File: src/spc_pkg.sv
// constants for the serial port control and status block
package spc_pkg;
   localparam logic [7:0] SPC_CTRL_OFFSET = 8'h00;
   localparam logic [31:0] SPC_CTRL_RESET = 32'h0000_0000;
   localparam int SPC_FREE_BIT = 25;
   localparam int SPC_SOFT_BIT = 24;
   localparam int SPC_FRAME_RST_BIT = 23;
   localparam int SPC_RATE_RST_BIT = 22;
   localparam int SPC_TXM_LO = 20;
   localparam int SPC_TXERR_BIT = 19;
   localparam int SPC_TXEMPTY_BIT = 18;
   localparam int SPC_TXRDY_BIT = 17;
   localparam int SPC_TXRST_BIT = 16;
   localparam int SPC_LOOP_BIT = 15;
   localparam int SPC_JUSTIFY_LO = 13;
   localparam int SPC_RXM_LO = 4;
   localparam int SPC_RXERR_BIT = 3;
   localparam int SPC_RXFULL_BIT = 2;
   localparam int SPC_RXRDY_BIT = 1;
   localparam int SPC_RXRST_BIT = 0;
   localparam logic [1:0] SPC_IRQ_READY = 2'h0;
   localparam logic [1:0] SPC_IRQ_FRAME = 2'h2;
   localparam logic [1:0] SPC_IRQ_ERROR = 2'h3;
   localparam logic [1:0] SPC_JUST_RZERO = 2'h0;
   localparam logic [1:0] SPC_JUST_RSIGN = 2'h1;
   localparam logic [1:0] SPC_JUST_LZERO = 2'h2;
endpackage

File: src/spc_control.sv
// control and status register block of the audio serial port
`timescale 1ns/1ps
module spc_control
   import spc_pkg::*;
(
   input wire logic clock_i, // 50 MHz peripheral clock
   input wire logic resetn_i, // sync reset, active low
   input wire logic [7:0] reg_addr_i, // register byte address
   input wire logic [31:0] reg_wdata_i, // write data
   input wire logic reg_write_i, // write strobe
   input wire logic reg_read_i, // read strobe
   output logic [31:0] reg_rdata_o, // read data, cycle after strobe
   input wire logic emu_halt_i, // emulation halt, asynchronous
   input wire logic [7:0] rate_div_i, // generated clock half period - 1
   input wire logic [11:0] frame_period_i, // frame period - 1, in generated bit clocks
   input wire logic tx_busy_i, // transfer in progress
   input wire logic tx_shift_full_i, // tx shift register holds data
   input wire logic tx_data_free_i, // tx data register can take word
   input wire logic tx_sync_event_i, // tx sync error detected
   input wire logic tx_frame_sync_i, // tx frame sync level
   input wire logic tx_bit_i, // tx serial data
   input wire logic rx_word_load_i, // new word to data register
   input wire logic [31:0] rx_word_i, // raw received word
   input wire logic [5:0] rx_word_bits_i, // rx word length
   input wire logic rx_data_read_i, // data register was read
   input wire logic rx_buffer_full_i, // rx buffer register full
   input wire logic rx_shift_full_i, // rx shift register full
   input wire logic rx_sync_event_i, // rx sync error detected
   input wire logic rx_frame_sync_i, // rx new frame pulse
   input wire logic rx_clk_pin_i, // external rx clock pin
   input wire logic rx_fs_pin_i, // external rx frame pin
   input wire logic rx_dat_pin_i, // external rx data pin
   output logic generated_bit_clock_o, // generated bit clock
   output logic internal_frame_pulse_o, // internal frame pulse
   output logic serial_clk_run_o, // serial clocks running
   output logic tx_enable_o, // transmitter enabled
   output logic rx_enable_o, // receiver enabled
   output logic tx_irq_o, // transmit interrupt
   output logic rx_irq_o, // receive interrupt
   output logic rx_bit_clk_rise_o, // rx clock rising edge pulse
   output logic rx_frame_o, // selected rx frame level
   output logic rx_bit_o, // selected rx data bit
   output logic [31:0] rx_data_reg_o // formatted rx word
);
   logic free_reg, soft_reg, frame_gen_reset_n, rate_gen_reset_n;
   logic [1:0] tx_irq_select, rx_irq_select, rx_justify_mode;
   logic tx_reset_n, rx_reset_n, loopback_enable;
   logic tx_sync_error, rx_sync_error;
   logic tx_shift_empty_n, tx_ready_flag, rx_ready_flag, rx_overrun_flag;
   logic halt_meta, halt_s, soft_hold_reg;
   logic [7:0] rate_cnt_reg;
   logic [11:0] frame_cnt_reg;
   logic [2:0] pin_meta, pin_s;
   logic rx_clk_prev;
   logic ctrl_wr, gclk_rise, rx_clk_sel;
   logic [31:0] ctrl_image;

   assign ctrl_wr = reg_write_i && (reg_addr_i == SPC_CTRL_OFFSET);

   // control fields; reserved bits including bit 7 are never stored
   always_ff @(posedge clock_i)
   begin
      if (!resetn_i)
      begin
         free_reg <= SPC_CTRL_RESET[SPC_FREE_BIT];
         soft_reg <= SPC_CTRL_RESET[SPC_SOFT_BIT];
         frame_gen_reset_n <= SPC_CTRL_RESET[SPC_FRAME_RST_BIT];
         rate_gen_reset_n <= SPC_CTRL_RESET[SPC_RATE_RST_BIT];
         tx_irq_select <= SPC_CTRL_RESET[SPC_TXM_LO+:2];
         tx_reset_n <= SPC_CTRL_RESET[SPC_TXRST_BIT];
         loopback_enable <= SPC_CTRL_RESET[SPC_LOOP_BIT];
         rx_justify_mode <= SPC_CTRL_RESET[SPC_JUSTIFY_LO+:2];
         rx_irq_select <= SPC_CTRL_RESET[SPC_RXM_LO+:2];
         rx_reset_n <= SPC_CTRL_RESET[SPC_RXRST_BIT];
      end
      else if (ctrl_wr)
      begin
         free_reg <= reg_wdata_i[SPC_FREE_BIT];
         soft_reg <= reg_wdata_i[SPC_SOFT_BIT];
         frame_gen_reset_n <= reg_wdata_i[SPC_FRAME_RST_BIT];
         rate_gen_reset_n <= reg_wdata_i[SPC_RATE_RST_BIT];
         tx_irq_select <= reg_wdata_i[SPC_TXM_LO+:2];
         tx_reset_n <= reg_wdata_i[SPC_TXRST_BIT];
         loopback_enable <= reg_wdata_i[SPC_LOOP_BIT];
         rx_justify_mode <= reg_wdata_i[SPC_JUSTIFY_LO+:2];
         rx_irq_select <= reg_wdata_i[SPC_RXM_LO+:2];
         rx_reset_n <= reg_wdata_i[SPC_RXRST_BIT];
      end
   end

   assign tx_enable_o = tx_reset_n;
   assign rx_enable_o = rx_reset_n;

   // sync errors: hardware set wins over a software clear
   always_ff @(posedge clock_i)
   begin
      if (!resetn_i || !tx_reset_n)
         tx_sync_error <= 1'b0;
      else if (tx_sync_event_i ||
               (ctrl_wr && reg_wdata_i[SPC_TXERR_BIT]))
         tx_sync_error <= 1'b1;
      else if (ctrl_wr)
         tx_sync_error <= 1'b0;
   end

   always_ff @(posedge clock_i)
   begin
      if (!resetn_i || !rx_reset_n)
         rx_sync_error <= 1'b0;
      else if (rx_sync_event_i || (ctrl_wr && reg_wdata_i[SPC_RXERR_BIT]))
         rx_sync_error <= 1'b1;
      else if (ctrl_wr)
         rx_sync_error <= 1'b0;
   end

   // read-only flags follow hardware only
   always_ff @(posedge clock_i)
   begin
      if (!resetn_i || !tx_reset_n)
      begin
         tx_shift_empty_n <= 1'b0;
         tx_ready_flag <= 1'b0;
      end
      else
      begin
         tx_shift_empty_n <= tx_shift_full_i;
         tx_ready_flag <= tx_data_free_i;
      end
   end

   always_ff @(posedge clock_i)
   begin
      if (!resetn_i || !rx_reset_n)
         rx_ready_flag <= 1'b0;
      else if (rx_word_load_i)
         rx_ready_flag <= 1'b1;
      else if (rx_data_read_i)
         rx_ready_flag <= 1'b0;
   end

   always_ff @(posedge clock_i)
   begin
      if (!resetn_i || !rx_reset_n)
         rx_overrun_flag <= 1'b0;
      else
         rx_overrun_flag <= rx_ready_flag && rx_buffer_full_i &&
                            rx_shift_full_i;
   end

   spc_rx_justify u_justify (
      .clock_i (clock_i),
      .resetn_i (resetn_i),
      .load_i (rx_word_load_i && rx_reset_n),
      .raw_i (rx_word_i),
      .bits_i (rx_word_bits_i),
      .mode_i (rx_justify_mode),
      .word_o (rx_data_reg_o)
   );

   // emulation halt comes from another domain
   always_ff @(posedge clock_i)
   begin
      if (!resetn_i)
      begin
         halt_meta <= 1'b0;
         halt_s <= 1'b0;
      end
      else
      begin
         halt_meta <= emu_halt_i;
         halt_s <= halt_meta;
      end
   end

   // once the transfer ends under halt, stay stopped until halt drops
   always_ff @(posedge clock_i)
   begin
      if (!resetn_i || !halt_s)
         soft_hold_reg <= 1'b1;
      else if (!tx_busy_i)
         soft_hold_reg <= 1'b0;
   end

   assign serial_clk_run_o = free_reg || !halt_s ||
                             (soft_reg && soft_hold_reg);

   // rate generator
   always_ff @(posedge clock_i)
   begin
      if (!resetn_i || !rate_gen_reset_n)
      begin
         rate_cnt_reg <= 8'h00;
         generated_bit_clock_o <= 1'b0;
      end
      else if (serial_clk_run_o)
      begin
         if (rate_cnt_reg == 8'h00)
         begin
            rate_cnt_reg <= rate_div_i;
            generated_bit_clock_o <= ~generated_bit_clock_o;
         end
         else
            rate_cnt_reg <= rate_cnt_reg - 8'h01;
      end
   end

   assign gclk_rise = rate_gen_reset_n && serial_clk_run_o &&
                      (rate_cnt_reg == 8'h00) && !generated_bit_clock_o;

   // frame counter loads frame_period, pulses on the next bit clock rise after it hits 0
   always_ff @(posedge clock_i)
   begin
      if (!resetn_i || !frame_gen_reset_n || !rate_gen_reset_n)
      begin
         frame_cnt_reg <= frame_period_i;
         internal_frame_pulse_o <= 1'b0;
      end
      else if (gclk_rise)
      begin
         internal_frame_pulse_o <= (frame_cnt_reg == 12'h000);
         frame_cnt_reg <= (frame_cnt_reg == 12'h000) ? frame_period_i :
                          frame_cnt_reg - 12'h001;
      end
      else
         internal_frame_pulse_o <= 1'b0;
   end

   // interrupt selection; reserved code gives no interrupt
   always_ff @(posedge clock_i)
   begin
      if (!resetn_i)
      begin
         tx_irq_o <= 1'b0;
         rx_irq_o <= 1'b0;
      end
      else
      begin
         unique case (tx_irq_select)
            SPC_IRQ_READY: tx_irq_o <= tx_ready_flag;
            SPC_IRQ_FRAME: tx_irq_o <= tx_frame_sync_i;
            SPC_IRQ_ERROR: tx_irq_o <= tx_sync_error;
            default: tx_irq_o <= 1'b0;
         endcase
         unique case (rx_irq_select)
            SPC_IRQ_READY: rx_irq_o <= rx_ready_flag;
            SPC_IRQ_FRAME: rx_irq_o <= rx_frame_sync_i;
            SPC_IRQ_ERROR: rx_irq_o <= rx_sync_error;
            default: rx_irq_o <= 1'b0;
         endcase
      end
   end

   // rx pins pass two flops; loopback bypasses them entirely
   always_ff @(posedge clock_i)
   begin
      if (!resetn_i)
      begin
         pin_meta <= 3'h0;
         pin_s <= 3'h0;
      end
      else
      begin
         pin_meta <= {rx_clk_pin_i, rx_fs_pin_i, rx_dat_pin_i};
         pin_s <= pin_meta;
      end
   end

   assign rx_clk_sel = loopback_enable ? generated_bit_clock_o : pin_s[2];

   always_ff @(posedge clock_i)
   begin
      if (!resetn_i)
      begin
         rx_clk_prev <= 1'b0;
         rx_bit_clk_rise_o <= 1'b0;
         rx_frame_o <= 1'b0;
         rx_bit_o <= 1'b0;
      end
      else
      begin
         rx_clk_prev <= rx_clk_sel;
         rx_bit_clk_rise_o <= rx_clk_sel && !rx_clk_prev;
         rx_frame_o <= loopback_enable ? tx_frame_sync_i : pin_s[1];
         rx_bit_o <= loopback_enable ? tx_bit_i : pin_s[0];
      end
   end

   always_comb
   begin
      ctrl_image = 32'h0000_0000;
      ctrl_image[SPC_FREE_BIT] = free_reg;
      ctrl_image[SPC_SOFT_BIT] = soft_reg;
      ctrl_image[SPC_FRAME_RST_BIT] = frame_gen_reset_n;
      ctrl_image[SPC_RATE_RST_BIT] = rate_gen_reset_n;
      ctrl_image[SPC_TXM_LO+:2] = tx_irq_select;
      ctrl_image[SPC_TXERR_BIT] = tx_sync_error;
      ctrl_image[SPC_TXEMPTY_BIT] = tx_shift_empty_n;
      ctrl_image[SPC_TXRDY_BIT] = tx_ready_flag;
      ctrl_image[SPC_TXRST_BIT] = tx_reset_n;
      ctrl_image[SPC_LOOP_BIT] = loopback_enable;
      ctrl_image[SPC_JUSTIFY_LO+:2] = rx_justify_mode;
      ctrl_image[SPC_RXM_LO+:2] = rx_irq_select;
      ctrl_image[SPC_RXERR_BIT] = rx_sync_error;
      ctrl_image[SPC_RXFULL_BIT] = rx_overrun_flag;
      ctrl_image[SPC_RXRDY_BIT] = rx_ready_flag;
      ctrl_image[SPC_RXRST_BIT] = rx_reset_n;
   end

   // unmapped reads return zero; data stands one cycle only
   always_ff @(posedge clock_i)
   begin
      if (!resetn_i)
         reg_rdata_o <= 32'h0000_0000;
      else if (reg_read_i && reg_addr_i == SPC_CTRL_OFFSET)
         reg_rdata_o <= ctrl_image;
      else
         reg_rdata_o <= 32'h0000_0000;
   end
endmodule

File: src/spc_rx_justify.sv
// formats a received word for the receive data register
`timescale 1ns/1ps
module spc_rx_justify
   import spc_pkg::*;
(
   input wire logic clock_i, // peripheral clock
   input wire logic resetn_i, // sync reset, active low
   input wire logic load_i, // capture a new word
   input wire logic [31:0] raw_i, // right-aligned raw bits
   input wire logic [5:0] bits_i, // word length, 1 to 32
   input wire logic [1:0] mode_i, // justification mode
   output logic [31:0] word_o // formatted word
);
   logic [31:0] mask;
   logic [31:0] low;
   logic [31:0] fmt;
   logic sign;
   logic [5:0] left_shift;

   always_comb
   begin
      mask = (bits_i >= 6'h20) ? 32'hFFFF_FFFF :
             ((32'h0000_0001 << bits_i) - 32'h0000_0001);
      low = raw_i & mask;
      sign = (bits_i == 6'h00) ? 1'b0 : raw_i[5'(bits_i - 6'h01)];
      left_shift = 6'h20 - bits_i;
      unique case (mode_i)
         SPC_JUST_RSIGN: fmt = sign ? (low | ~mask) : low;
         SPC_JUST_LZERO: fmt = low << left_shift;
         // reserved code falls back to plain right-justify
         default: fmt = low;
      endcase
   end

   always_ff @(posedge clock_i)
   begin
      if (!resetn_i)
         word_o <= 32'h0000_0000;
      else if (load_i)
         word_o <= fmt;
   end
endmodule

File: config.mk
export PLATFORM = sky130hd
export DESIGN_NAME = spc_control
export DESIGN_NICKNAME = d
export VERILOG_FILES = /design/src/spc_pkg.sv /design/src/spc_control.sv /design/src/spc_rx_justify.sv
export SDC_FILE = /design/constraint.sdc
export NUM_CORES = 1
export LEC_CHECK = 0
export ABC_AREA = 1
export CAP_MARGIN = 5
export CELL_PAD_IN_SITES_DETAIL_PLACEMENT = 1
export CELL_PAD_IN_SITES_GLOBAL_PLACEMENT = 1
export CORE_ASPECT_RATIO = 0.9
export CORE_MARGIN = 10
export CORE_UTILIZATION = 25
export CTS_BUF_LIST = sky130_fd_sc_hd__clkbuf_4 sky130_fd_sc_hd__clkbuf_8 sky130_fd_sc_hd__clkbuf_16
export DETAILED_ROUTE_END_ITERATION = 8
export DONT_BUFFER_PORTS = 1
export PLACE_DENSITY_LB_ADDON = 0.15
export SKIP_CTS_REPAIR_TIMING = 1
export SLEW_MARGIN = 20
export SYNTH_ARGS = -nofsm -noshare
export SYNTH_HDL_FRONTEND = slang
export SYNTH_SLANG_ARGS = --single-unit
export TNS_END_PERCENT = 50
File: constraint.sdc
create_clock -name clock_i -period 8 [get_ports clock_i]
set_input_delay 0.8 -clock clock_i [delete_from_list [all_inputs] [get_ports clock_i]]
set_output_delay 0.8 -clock clock_i [all_outputs]
set_load 0.01 [all_outputs]
### Word level (Yosys, flattened, before mapping)

Cells that the tools add are included.
W data, S select, Z words.

* bitwise operators: 5
* $lt $le $gt $ge: 2
* shifts and indexed selects: 2
* equality and inequality tests: 6
* reductions and logical operators: 43
* multiplexer cells: 20
* $add $sub $neg: 5

Operators with widths (count)
* $mux W32: 2
* $pmux W32 S2: 1
* $mux W12: 3
* $and A32 B32 Y32: 1
* $not A32 Y32: 1
* $or A32 B32 Y32: 1
* $shl A1 B6 Y32 const A: 1
* $shl A32 B6 Y32: 1
* $sub A32 B1 Y32 const B: 1
* $logic_not A8 Y1: 2
* $logic_and A1 B1 Y1: 12
* $logic_not A12 Y1: 1
* $sub A12 B1 Y12 const B: 1
* $eq A2 B2 Y1 const B: 5
* $logic_or A1 B1 Y1: 10
* $mux W1: 10
* $logic_not A1 Y1: 8
* $mux W8: 1
* $reduce_bool A2 Y1: 4
* $sub A8 B1 Y8 const B: 1
* $ge A6 B6 Y1 const B: 1
* $logic_not A6 Y1: 1
* $lt A5 B6 Y1 const B: 1
* $pmux W1 S3: 2
* 8 further kinds: 11

* output and inout port bits: 74
* flip-flop bits (word level): 120
* logic and storage cells: 117
* bits of input ports: 118

### Longest topological paths before layout

* depth in word-level cells: 8
* gate-level depth with buffers: 28
* mapped depth without buffers: 26

### Hierarchy

Synthesis repeated with hierarchy kept, for this count alone.

* cells, all modules: 1616
* area, all modules: 9362.7 sq um

Modules (own cells, without submodules)
* spc_rx_justify: area each 6139.6 sq um, seq. area each 640.6 sq um, times used 1, cells an instance 1216
* spc_control: area each 3223.1 sq um, seq. area each 1621.6 sq um, times used 1, cells an instance 400

### Worst setup path before layout

Ideal clock, no wire load.

* path type: input-to-reg
* start point: in rx_word_bits_i[0]
* end point: reg u_justify.word_o[22]
* required time: 7.930 ns
* setup slack: 4.369 ns
* path buffers: 2
* stages on the path: 22
* data arrival time: 3.561 ns
* cell sequence: inv_1 -> clkbuf_1 -> buf_1 -> ha_1 -> ha_1 -> nand2_1 -> inv_2 -> nand2_4 -> ha_1 -> nand2_1 -> nor2_4 -> o21ai_1 -> nand2_1 -> o211ai_1 -> nand3_1 -> nand2_1 -> nand2_1 -> a21oi_1 -> o21ai_1 -> nand2_1 -> nand2_1 -> a21oi_1

* word-level cells in the longest chain between the ends: 7
* elaborated cells between the ends (all ways): 16

Ends and longest elaborated chain
* from (decl): line spc_control.sv:24 `input wire logic [5:0] rx_word_bits_i,`
* branches (longest 6 deep; another with $sub A32 B1 Y32)
* $pmux W32 S2 *: line spc_rx_justify.sv:27 `unique case (mode_i)`
* to (signal assigned): line spc_rx_justify.sv:40 `word_o <= fmt;`
* to (decl): line spc_rx_justify.sv:12 `output logic [31:0] word_o`

Mark *: on every way between the ends. The select of a mux whose other input is x is not followed.
A chain may end at the register's enable or synchronous reset.

### Final worst setup path

* start point: in rx_word_bits_i[0]
* end point: reg u_justify.word_o[8]

Same word-level chain as after synthesis.

==> results.py <==
metrics = {
    "setup_path": {
        "cp_max_fo": 49,
        "critPathLaunchType": "input port",
        "critical_path.endpoint_type": "flop",
        "crit_arrival_ps": 4780,
        "critPathKind": "in2reg",
        "required_ps": 8200,
    },
    "route": {
        "drt_pass1_iterations": 5,
        "wl_per_cell_um": 20.23,
        "routed_via_density": 5.003,
        "drcViolationCount": 0,
        "drtIter0Drc": 524,
        "ant_nets": 0,
        "dr_total_vias": 9651,
        "routed_wl_mm": 39.02,
    },
    "sta": {
        "timing.final.crit_share": 0.5720,
        "relSlewSlack": 0.2963,
        "tightest_slew_ps": 1052,
        "layout_setup_ws_ps": 3424,
        "slew_violations": 0,
        "holdWs_ps": 393.2,
        "setup_viol": 0,
        "min_period_ps": 4576,
        "finalSetupTns_ps": 0,
        "rsz0062_at_grt": "no",
        "timing.fmax_mhz": 218.5,
        "skew_ps": 9.793,
        "hold_viol": 0,
    },
    "synthesis": {
        "synth.distinct_cells": 48,
        "synthArstFlopShare": 0,
        "ys_seq_elements": 107,
        "synth_edf_count": 12,
        "syn-cell-area_sq_um": 8733,
        "synth-seq-area-share": 0.2590,
        "synth.avg_cell_area_sq_um": 5.772,
        "synthFlopType": "dfxtp_1",
        "synthCells": 1513,
        "ys_warn_count": 0,
    },
    "power_and_ir_drop": {
        "cellLeakagePower_uw": 0.004433,
        "vdd_drop_max_v": 0.00009624,
        "p_per_area_nw_per_um2": 144.4,
    },
    "grt": {
        "grt_usage": 0.1766,
        "grt_pass1_vias": 9457,
        "grt_pass1_wl_mm": 59.23,
        "grt_max_degree": 65,
        "overflow": 0,
        "antenna_found_initial": 0,
    },
    "die": {
        "die-area_sq_um": 42820,
        "chipHeight_um": 197.3,
        "row_count": 64,
        "die_w_um": 217.0,
        "fp.coreArea_sq_um": 34270,
        "io_pins": 192,
        "start_util": 0.2548,
    },
    "job": {
        "maxCapViolations": 0,
    },
    "clocking": {
        "clkTransAtPathRegs_ps": 80,
        "cts.sinks": 107,
        "cts_buffers": 9,
        "insertion_delay_ps": 350,
        "cts_buffer_depth": 2,
        "htree_levels": 3,
        "cts_tree": "built",
        "clockRootBuffer": "clkbuf_16",
    },
    "place": {
        "io_buffer_count": 0,
        "place_congestion": 0.8916,
        "dp_hpwl_mm": 30.99,
        "pre_cts_ws_ps": 3046,
    },
    "layout": {
        "largest_reg_flops": 32,
        "num_antenna_cells": 0,
        "fillers": 4492,
        "layout-drive-gt1-share": 0.04908,
        "final_nets": 1594,
        "area_growth_pct": 6.963,
    },
    "run_status": {
        "status": "complete, no violations",
    },
    "hold_path": {
        "hold_class": "reg2reg",
    },
}
path summary, 6_finish.rpt:
check	cells after the start	slack, ps	endpoint	startpoint
hold / removal	1	390	rx_bit_clk_rise_o$_SDFF_PN0_	rx_clk_prev$_SDFF_PN0_
hold reg to reg	1	390	rx_bit_clk_rise_o$_SDFF_PN0_	rx_clk_prev$_SDFF_PN0_
setup reg to reg	7	5590	u_justify.word_o[13]$_SDFFE_PN0P_	rx_justify_mode[0]$_SDFFE_PN0P_
setup / recovery	16	3420	u_justify.word_o[8]$_SDFFE_PN0P_	rx_word_bits_i[0]
cell type report:
class	instances	area, sq um	area share
inverter	147	551.8	0.05907
sequential	107	2262	0.2422
tap	462	578.1	0.06188
clock inverter	7	57.56	0.006161
clock buffer	9	225.2	0.02411
timing repair buffer	12	90.09	0.009644
multi-input combinational	1185	5577	0.5970
power breakdown:
| part | switching [uW] | internal, uW | total (uW) |
|---|---|---|---|
| combinational | 264 | 101 | 365 |
| sequential | 3.85 | 548 | 551 |
| clock | 216 | 217 | 432 |
logic make-up after synthesis:
kind of cell	share of synthesized area
adders and majority gates	0.02006
other	0.0004294
buffers and inverters	0.1092
DFF	0.2590
AOI/OAI and AO/OA	0.1587
and+or+nand+nor	0.4367
muxes	0.001146
xor gates and xnor gates	0.01476
layout by cell type, fill, tap and decap left out, types with 13 or more instances in the layout:
master | netlist | layout
nand2_1 | 459 | 458
nand3_1 | 239 | 239
inv_1 | 133 | 133
nor2_1 | 129 | 129
a21oi_1 | 124 | 124
dfxtp_1 | 95 | 95
o21ai_0 | 76 | 76
o21ai_1 | 24 | 23
ha_1 | 14 | 14
o211ai_1 | 13 | 13
conb_1 | 1 | 13
synthesized netlist by cell type (3+ instances only):
master    count  area share
a21oi_1     124       0.071
a31oi_1       4      0.0029
buf_1        11      0.0047
buf_2         9      0.0052
buf_4        16       0.014
clkbuf_1     49       0.021
clkinv_1      5      0.0021
dfxtp_1      95        0.22
edfxtp_1     12       0.041
ha_1         14       0.020
inv_1       133       0.057
inv_2         9      0.0039
nand2_1     459        0.20
nand2_2      10      0.0072
nand3_1     239        0.14
nand3_2       4      0.0046
nand3b_1      8      0.0069
nand4_1       7      0.0050
nor2_1      129       0.055
nor2_2        7      0.0050
nor2_4        5      0.0064
nor3_1        6      0.0034
nor4_1        7      0.0050
o211ai_1     13       0.011
o21ai_0      76       0.044
o21ai_1      24       0.014
o311ai_0      3      0.0030
xor2_1        9      0.0090
critical path: stages:
cell	delay (ps)
inv_1	540
ha_1	350
buf_4	290
inv_1	430
buf_4	400
nand3_1	160
nand3_1	110
nand3_1	110
nand3_1	110
nand2_1	80
o21ai_4	380
inv_1	170
a21boi_0	370
o21ai_0	120
o21ai_0	210
a21oi_1	80
routing by layer:
metal | up-vias | wire (um) | GRT usage
li1 | 4828 | - | -
met1 | 4587 | 18510 | 0.2433
met2 | 211 | 17760 | 0.2808
met3 | 25 | 2349 | 0.03980
met4 | 0 | 401 | 0.02432
met5 | - | 0 | 0
metrics by stage:
stage,total power (uW),instance area (sq um),utilization,std cells
2_1_floorplan,829.7,8778,-,1525
3_3_place_gp,922.5,9059,0.2643,1913
3_5_place_dp,926.5,9059,0.2643,1913
4_1_cts,1365,9341,0.2726,1929
5_1_grt,1431,9341,0.2726,1929
6_report,1349,9341,0.2726,1929
No activity file was read; power rests on OpenSTA's default activity.
